===== src/rtl/psl_map.svh =====
`ifndef PSL_MAP_SVH
`define PSL_MAP_SVH
// APB register byte offsets
`define PSL_REG_CTRL 12'h000
`define PSL_REG_BF_DLY 12'h004
`define PSL_REG_OP_CFG 12'h008
`define PSL_REG_OP_DLY 12'h00C
`define PSL_REG_SG_DLY 12'h010
`define PSL_REG_TH_CFG 12'h014
`define PSL_REG_TH_LVL 12'h018
`define PSL_REG_STATUS 12'h01C
`define PSL_REG_THETA 12'h020
`define PSL_REG_SEQ 12'h024
// Control bit positions
`define PSL_CTL_OP_EN 0
`define PSL_CTL_SG_EN 1
`define PSL_CTL_BRK_POL 2
`define PSL_CTL_EXT_CFG 3
`define PSL_CTL_MINLOAD 4
// Reset values
`define PSL_CTRL_RST 32'h0000_0000
`define PSL_DLY_RST 32'h0000_0064
`define PSL_TH_CFG_RST 32'h0000_0004
// Tick timing: 1 us tick at 125 MHz
`define PSL_CLK_MHZ 125
`define PSL_TICK_NS 1000
`define PSL_TICK_CYC ((`PSL_TICK_NS * `PSL_CLK_MHZ) / 1000)
// Current thresholds in mA
`define PSL_OP_MIN_MA 100
`define PSL_COOL_MA 50
`endif


===== src/rtl/psl_pkg.sv =====
package psl_pkg;
    // Breaker failure sequence states
    typedef enum logic [1:0] {
        PSL_BF_IDLE,
        PSL_BF_TIMING,
        PSL_BF_FAILED
    } psl_bf_state_t;
    // Current magnitude in mA
    typedef logic [15:0] psl_cur_t;
endpackage


===== src/rtl/psl_supervision.sv =====
`timescale 1ns/1ps
`include "psl_map.svh"
module psl_supervision #(
    parameter int TW = 32
) (
    // Clock and reset
    input wire logic clk_i,
    input wire logic rst_b_i,
    // APB slave
    input wire logic psel_i,
    input wire logic penable_i,
    input wire logic pwrite_i,
    input wire logic [11:0] paddr_i,
    input wire logic [31:0] pwdata_i,
    output logic [31:0] prdata_o,
    output logic pready_o,
    output logic pslverr_o,
    // Pins: status contacts, synchronised here
    input wire logic breaker_contact_i,
    input wire logic external_trip_in_i,
    // Protection data from the same clock domain
    input wire logic internal_trip_i,
    input wire logic [7:0] pickup_any_i,
    input wire logic oc_pickup_any_i,
    input wire logic ground_toc_pickup_i,
    input wire logic sens_ground_raw_i,
    input wire psl_pkg::psl_cur_t i_pos_i,
    input wire psl_pkg::psl_cur_t i_neg_i,
    input wire psl_pkg::psl_cur_t i_phase_max_i,
    input wire logic [31:0] theta_restore_i,
    input wire logic theta_restore_valid_i,
    // Trip and indication outputs
    output logic bf_initiate_o,
    output logic current_present_o,
    output logic bf_output_o,
    output logic open_phase_pickup_o,
    output logic open_phase_trip_o,
    output logic sens_ground_pickup_o,
    output logic sens_ground_trip_o,
    output logic thermal_trip_o,
    output logic thermal_alarm_o,
    output logic breaker_open_o,
    output logic [31:0] theta_o
);
    import psl_pkg::*;

    // Saturating timer step
    function automatic logic [TW-1:0] tstep(input logic [TW-1:0] t, input logic run,
                                            input logic tk);
        if (!run) begin
            tstep = '0;
        end else if (tk && t != {TW{1'b1}}) begin
            tstep = t + 1'b1;
        end else begin
            tstep = t;
        end
    endfunction

    // Configuration registers
    logic [31:0] ctrl;
    logic [31:0] bf_dly;
    logic [31:0] op_ratio; // Q8 ratio of negative to positive
    logic [31:0] op_dly;
    logic [31:0] sg_dly;
    logic [31:0] th_cfg; // [7:0] heat shift, [15:8] cool shift, [31:16] minload
    logic [31:0] th_trip_lvl; // Theta of steady maximum current
    logic [31:0] th_alarm_lvl;
    // Synchronisers
    logic brk_m, brk_s, ext_m, ext_s;
    // Tick generator
    logic [7:0] tick_cnt;
    logic tick;
    // Timers and state
    logic [TW-1:0] bf_delay_timer, open_phase_delay, sens_ground_delay;
    psl_bf_state_t bf_state;
    logic [31:0] theta;
    // Combinational terms
    logic external_trip, bf_init, cur_present, brk_open, op_enable, op_pick, sg_pick;
    logic [31:0] i_sq;
    logic [7:0] shft;

    // Two-flop synchronisers for contact pins
    always_ff @(posedge clk_i) begin
        if (!rst_b_i) begin
            brk_m <= 1'b0;
            brk_s <= 1'b0;
            ext_m <= 1'b0;
            ext_s <= 1'b0;
        end else begin
            brk_m <= breaker_contact_i;
            brk_s <= brk_m;
            ext_m <= external_trip_in_i;
            ext_s <= ext_m;
        end
    end

    // Periodic processing tick
    always_ff @(posedge clk_i) begin
        if (!rst_b_i) begin
            tick_cnt <= 8'h00;
            tick <= 1'b0;
        end else if (tick_cnt == 8'(`PSL_TICK_CYC - 1)) begin
            tick_cnt <= 8'h00;
            tick <= 1'b1;
        end else begin
            tick_cnt <= tick_cnt + 8'h01;
            tick <= 1'b0;
        end
    end

    // Decisions from inputs and settings
    always_comb begin
        // External trip only if a contact is assigned
        external_trip = ctrl[`PSL_CTL_EXT_CFG] & ext_s;
        bf_init = internal_trip_i | external_trip;
        cur_present = |pickup_any_i;
        // Polarity 0: contact closed means open breaker
        brk_open = ctrl[`PSL_CTL_BRK_POL] ? ~brk_s : brk_s;
        op_enable = ctrl[`PSL_CTL_OP_EN] && !brk_open
                    && (i_pos_i >= 16'(`PSL_OP_MIN_MA))
                    && !oc_pickup_any_i;
        if (ctrl[`PSL_CTL_MINLOAD] && i_pos_i < th_cfg[31:16]) begin
            op_enable = 1'b0;
        end
        // Ratio neg/pos > setting, cross multiplied
        // Full 32-bit product so large positive currents cannot wrap
        op_pick = op_enable
                  && ({8'h00, i_neg_i, 8'h00}
                      > (32'(i_pos_i) * {16'h0000, op_ratio[15:0]}));
        sg_pick = ctrl[`PSL_CTL_SG_EN] && !ground_toc_pickup_i
                  && sens_ground_raw_i;
        i_sq = 32'(i_phase_max_i) * 32'(i_phase_max_i);
        // Heating by default, cooling below threshold
        shft = (i_phase_max_i < 16'(`PSL_COOL_MA)) ? th_cfg[15:8] : th_cfg[7:0];
    end

    // Breaker failure sequence
    always_ff @(posedge clk_i) begin
        if (!rst_b_i) begin
            bf_state <= PSL_BF_IDLE;
            bf_delay_timer <= '0;
            bf_output_o <= 1'b0;
        end else begin
            case (bf_state)
                PSL_BF_IDLE: begin
                    bf_delay_timer <= '0;
                    bf_output_o <= 1'b0;
                    if (bf_init && cur_present) begin
                        bf_state <= PSL_BF_TIMING;
                    end
                end
                PSL_BF_TIMING: begin
                    if (!(bf_init && cur_present)) begin
                        bf_state <= PSL_BF_IDLE;
                        bf_delay_timer <= '0;
                    end else if (bf_delay_timer >= TW'(bf_dly)) begin
                        bf_state <= PSL_BF_FAILED;
                        bf_output_o <= 1'b1;
                    end else begin
                        bf_delay_timer <= tstep(bf_delay_timer, 1'b1, tick);
                    end
                end
                PSL_BF_FAILED: begin
                    if (!(bf_init && cur_present)) begin
                        bf_state <= PSL_BF_IDLE;
                        bf_output_o <= 1'b0;
                        bf_delay_timer <= '0;
                    end
                end
                default: begin
                    bf_state <= PSL_BF_IDLE;
                end
            endcase
        end
    end

    // Open phase and sensitive ground timers
    always_ff @(posedge clk_i) begin
        if (!rst_b_i) begin
            open_phase_delay <= '0;
            sens_ground_delay <= '0;
            open_phase_trip_o <= 1'b0;
            sens_ground_trip_o <= 1'b0;
        end else begin
            open_phase_delay <= tstep(open_phase_delay, op_pick, tick);
            sens_ground_delay <= tstep(sens_ground_delay, sg_pick, tick);
            open_phase_trip_o <= op_pick && open_phase_delay >= TW'(op_dly);
            sens_ground_trip_o <= sg_pick && sens_ground_delay >= TW'(sg_dly);
        end
    end

    // Thermal image: theta += (I^2 - theta) >> shift each tick
    always_ff @(posedge clk_i) begin
        if (!rst_b_i) begin
            theta <= 32'h0000_0000;
        end else if (theta_restore_valid_i) begin
            theta <= theta_restore_i;
        end else if (tick) begin
            if (i_sq >= theta) begin
                theta <= theta + ((i_sq - theta) >> shft);
            end else begin
                theta <= theta - ((theta - i_sq) >> shft);
            end
        end
    end

    // Registered indications
    always_ff @(posedge clk_i) begin
        if (!rst_b_i) begin
            bf_initiate_o <= 1'b0;
            current_present_o <= 1'b0;
            open_phase_pickup_o <= 1'b0;
            sens_ground_pickup_o <= 1'b0;
            thermal_trip_o <= 1'b0;
            thermal_alarm_o <= 1'b0;
            breaker_open_o <= 1'b0;
            theta_o <= 32'h0000_0000;
        end else begin
            bf_initiate_o <= bf_init;
            current_present_o <= cur_present;
            open_phase_pickup_o <= op_pick;
            sens_ground_pickup_o <= sg_pick;
            thermal_trip_o <= theta >= th_trip_lvl;
            thermal_alarm_o <= theta >= th_alarm_lvl;
            breaker_open_o <= brk_open;
            theta_o <= theta;
        end
    end

    // APB writes, zero wait state
    always_ff @(posedge clk_i) begin
        if (!rst_b_i) begin
            ctrl <= `PSL_CTRL_RST;
            bf_dly <= `PSL_DLY_RST;
            op_ratio <= 32'h0000_0040;
            op_dly <= `PSL_DLY_RST;
            sg_dly <= `PSL_DLY_RST;
            th_cfg <= `PSL_TH_CFG_RST;
            th_trip_lvl <= 32'hFFFF_FFFF;
            th_alarm_lvl <= 32'hFFFF_FFFF;
        end else if (psel_i && penable_i && pwrite_i) begin
            case (paddr_i)
                `PSL_REG_CTRL: ctrl <= {27'h000_0000, pwdata_i[4:0]};
                `PSL_REG_BF_DLY: bf_dly <= pwdata_i;
                `PSL_REG_OP_CFG: op_ratio <= {16'h0000, pwdata_i[15:0]};
                `PSL_REG_OP_DLY: op_dly <= pwdata_i;
                `PSL_REG_SG_DLY: sg_dly <= pwdata_i;
                `PSL_REG_TH_CFG: th_cfg <= pwdata_i;
                `PSL_REG_TH_LVL: th_trip_lvl <= pwdata_i;
                `PSL_REG_THETA: th_alarm_lvl <= pwdata_i;
                default: begin
                end
            endcase
        end
    end

    // APB read data and response
    always_ff @(posedge clk_i) begin
        if (!rst_b_i) begin
            prdata_o <= 32'h0000_0000;
            pready_o <= 1'b0;
            pslverr_o <= 1'b0;
        end else begin
            pready_o <= psel_i && !penable_i;
            pslverr_o <= 1'b0;
            prdata_o <= 32'h0000_0000;
            if (psel_i && !penable_i) begin
                case (paddr_i)
                    `PSL_REG_CTRL: prdata_o <= ctrl;
                    `PSL_REG_BF_DLY: prdata_o <= bf_dly;
                    `PSL_REG_OP_CFG: prdata_o <= op_ratio;
                    `PSL_REG_OP_DLY: prdata_o <= op_dly;
                    `PSL_REG_SG_DLY: prdata_o <= sg_dly;
                    `PSL_REG_TH_CFG: prdata_o <= th_cfg;
                    `PSL_REG_TH_LVL: prdata_o <= th_trip_lvl;
                    `PSL_REG_THETA: prdata_o <= th_alarm_lvl;
                    `PSL_REG_STATUS: prdata_o <= {21'h00_0000, brk_open, thermal_alarm_o,
                        thermal_trip_o, sens_ground_trip_o, sens_ground_pickup_o,
                        open_phase_trip_o, open_phase_pickup_o, bf_output_o,
                        current_present_o, bf_initiate_o};
                    `PSL_REG_SEQ: prdata_o <= {i_neg_i, i_pos_i};
                    default: pslverr_o <= 1'b1;
                endcase
            end
        end
    end
endmodule


===== config.mk =====
export PLATFORM = sky130hd
export DESIGN_NAME = psl_supervision
export DESIGN_NICKNAME = d
export VERILOG_FILES = /design/src/rtl/psl_pkg.sv /design/src/rtl/psl_supervision.sv
export VERILOG_INCLUDE_DIRS = /design/src /design/src/rtl
export SDC_FILE = /design/constraint.sdc
export NUM_CORES = 2
export LEC_CHECK = 0
export ABC_AREA = 0
export BUFFER_PORTS_ARGS = -buffer_cell sky130_fd_sc_hd__clkbuf_2
export CORE_MARGIN = 2
export CORE_UTILIZATION = 45
export DETAILED_ROUTE_END_ITERATION = 10
export GPL_ROUTABILITY_DRIVEN = 0
export PLACE_DENSITY = 0.7
export SLEW_MARGIN = 40
export SYNTH_ARGS = -nofsm -noshare
export SYNTH_HDL_FRONTEND = slang
export SYNTH_SLANG_ARGS = --single-unit

===== constraint.sdc =====
create_clock -name clk_i -period 35.7 [get_ports clk_i]
set_input_delay 1.785 -clock clk_i [delete_from_list [all_inputs] [get_ports clk_i]]
set_output_delay 1.785 -clock clk_i [all_outputs]
set_load 0.05 [all_outputs]

==> summary.md <==
| Metric | Value |
|---|---|
| Post-Syn Nets | `6,863` |
| Final ANT Viol Nets | `0` |
| Element type at the critical path start | `input pin` |
| Site Rows | `117` |
| First-pass GRT wire length | `about 240,000 µm` |
| Drt drc | `0` |
| Unrepaired setup endpoints after global routing | `no` |
| Final setup vio count | `0` |
| Root Buffer | `clkbuf_16` |
| Clock Latency Late Sink | `0.63 ns` |
| HP Class | `reg -> reg` |
| Number of port buffers | `roughly 220` |
| WHS Endpoint | `th_cfg[20]` |
| Vias in the first global route | `41,503` |
| CTS Sinks | `432` |
| Drt first-iter violations | `5,416` |
| R2R depth | `40` |
| CTS Buf Count | `44` |
| CP Data Required Time | `36.25 ns` |
| Initial Utilization | `45.5%` |
| Synth top area share | `between 10% and 20%` |
| Clk slew on worst S/H paths | `approximately 0.06 ns` |
| Final HPWL DP | `123,000 µm` |
| Worst path most repeated cell | `inv_1` |
| Die ar. | `~110,000 µm²` |
| CP Max Fanout | `15` |
| Via/cell ratio | `5.99` |
| Post-synth top flop | `dfxtp_1` |
| DRT Pass-1 Iters | `8` |
| Total GRT Usage | `29.3%` |
| Worst r2r src | `theta[6]` |
| Synth cell types | `roughly 110` |
| CP endpoint kind | `flop` |
| Sequential share of the synthesized area | `18.6%` |
| Post-Synth XOR/XNOR Area | `under 10%` |
| Overall routed net length | `159,000 µm` |
| Most common cell in the netlist | `nand2_1` |
| Remaining global-route overflow | `0` |
| Yosys reg bits | `432` |
| R2R Setup Slk | `25.31 ns` |
| Die W | `about 330 µm` |
| Largest net degree at the start of global routing | `79` |
| PostCTS Resize Cnt | `0` |
| Hold path start | `th_cfg[20]` |
| Mapped Cells | `between 5,000 and 6,000` |
| CTS tree | `built` |
| Asr flop ratio synth | `0%` |
| CP max-delay cell | `a2111oi_0` |
| Largest family of logic cells by synthesized area | `adder cells` |
| Yosys warning count | `0` |
| Critical Path Max Stage Delay | `0.63 ns` |
| Fmax | `approximately 63 MHz` |
| Post-place setup slack | `around 19 ns` |
| Synthesized area per cell | `7.91 µm²` |
| Post-CTS Setup Inserts | `0` |
| CTS max path bufs | `3` |
| Vert. Die Dim | `325 µm` |
| Sum of negative setup slack | `0 ns` |
| Multiplexer share of the synthesized area | `under 10%` |
| Antenna violations before repair | `4` |
| IO Pins | `220` |
| Cell area after synthesis | `around 46,000 µm²` |
| Final WS setup | `approximately 20 ns` |
| Tcrit/Tclk final | `44.7%` |
| Simple-Gate Fraction of Synth Area | `between 10% and 20%` |
| Rel. slew slack | `between 20% and 30%` |
| Share of layout cells above drive strength 1 | `7.70%` |
| Vias | `around 44,000` |
| WL/cell | `~22 µm` |
| Fin. Hold Viols | `0` |
| EDFF count, synth | `0` |
| Core footprint | `approximately 100,000 µm²` |
| Compound-Gate Fraction of Synth Area | `18.6%` |
| Slew Limit Fails | `0` |
| Post-synthesis adder-cell area fraction | `28.9%` |
| WS Path Type | `in -> reg` |
| Final #Nets | `slightly below 7,000` |
| WHS Path Cells | `2` |
| Hold_buf cts | `0` |
| Outcome | `complete, no violations` |
| Tmin final | `15.95 ns` |
| Worst EP arrival | `between 15 and 20 ns` |
| Area Overhead vs Synth | `8.25%` |
| Clock skew | `between 0.04 and 0.05 ns` |
| Reg2reg end | `theta[30]` |
| Area leader, netlist | `dfxtp_1` |
| Max Cap Violations | `0` |
| Synth cell count leaders | `847 x nand2_1, 739 x inv_1, 502 x ha_1, 432 x dfxtp_1, 412 x nor2_1` |
| Top cells by area in the synthesized netlist | `dfxtp_1 19%, fa_1 15%, ha_1 14%` |
| Worst-Margin Slew | `1.06 ns` |
| H-tree depth | `2` |
## worst max path at each step
stage	cells past startpoint	startpoint	slack, ns	to
2_1_floorplan	61	i_phase_max_i[1]	20.89	theta[31]
3_3_place_gp	61	i_phase_max_i[8]	19.44	theta[31]
3_5_place_dp	61	i_phase_max_i[8]	19.40	theta[31]
4_1_cts	60	i_phase_max_i[9]	19.97	theta[31]
5_1_grt	61	i_phase_max_i[8]	18.72	theta[31]
6_report	61	i_phase_max_i[8]	19.75	theta[31]
## state kept, by name (all words and copies together), names as in the netlist, 2 cells and up
name	count
bf_delay_timer	32
bf_dly	32
op_dly	32
open_phase_delay	32
prdata_o	32
sens_ground_delay	32
sg_dly	32
th_alarm_lvl	32
th_cfg	32
th_trip_lvl	32
theta	32
theta_o	32
op_ratio	16
tick_cnt	8
ctrl	5
bf_state	2
## cell usage in the layout (no fill, tap or decap), types with 103 or more instances in the layout
cell        n
nand3_1   109
dfxtp_1   423
o211ai_1  103
nand2_1   845
fa_1      355
inv_1     739
ha_1      502
and2_1    141
a21o_1    109
clkbuf_2  218
o21ai_0   178
nor2_1    409
a21oi_1   388
xnor2_1   145
## area by class of cell
| class | instances | area, µm² |
|---|---|---|
| Fill cell | 9782 | 51800 |
| Multi-Input combinational cell | 4388 | 33900 |
| Sequential cell | 432 | 8660 |
| Inverter | 742 | 2790 |
| Tap cell | 1368 | 1710 |
| Timing Repair Buffer | 264 | 1460 |
| Clock buffer | 60 | 1300 |
| Clock inverter | 22 | 368 |
| Antenna cell | 5 | 12.5 |
## metrics by stage
stage / std cells / hold WS, ns / utilization (%) / cell area (µm²)
after detailed placement: 7193 / 0.459 / 47.5 / 48500
after global routing: 7276 / 0.498 / 49.2 / 50200
after CTS: 7275 / 0.468 / 49.1 / 50100
after floorplan: 5862 / 0.412 / - / 46400
final: 7281 / 0.473 / 49.2 / 50200
after global placement: 7192 / 0.457 / 47.4 / 48400
## routing by layer
layer | up-vias | share of wire, % | global-route usage (%)
met5 | - | 0.023 | 0.136
met4 | 6 | 5.5 | 14.1
met3 | 518 | 12 | 8.63
met2 | 2443 | 42 | 43.6
met1 | 20777 | 40 | 38.8
li1 | 19844 | - | -
## cell families (layout without fill, tap and decap cells)
logic type / after synthesis / count (layout)
fa+ha+maj: 857 / 857
other cells: 0 / 5
simple gates: 1918 / 1918
buf+inv: 1042 / 1088
mux: 75 / 75
flops: 432 / 432
xor+xnor: 244 / 244
compound gates: 1294 / 1294
## critical path: cells and delay by family
kind	cells	cell delay, ns
simple gates	10	1.78
compound gates	29	7.34
mux	1	0.27
fa+ha+maj	10	4.28
xor+xnor	2	0.30
buf+inv	9	0.69
Power is left out: the tool's default activity adds up to more than one toggle a clock period on the data nets, which glitch-free logic cannot reach.
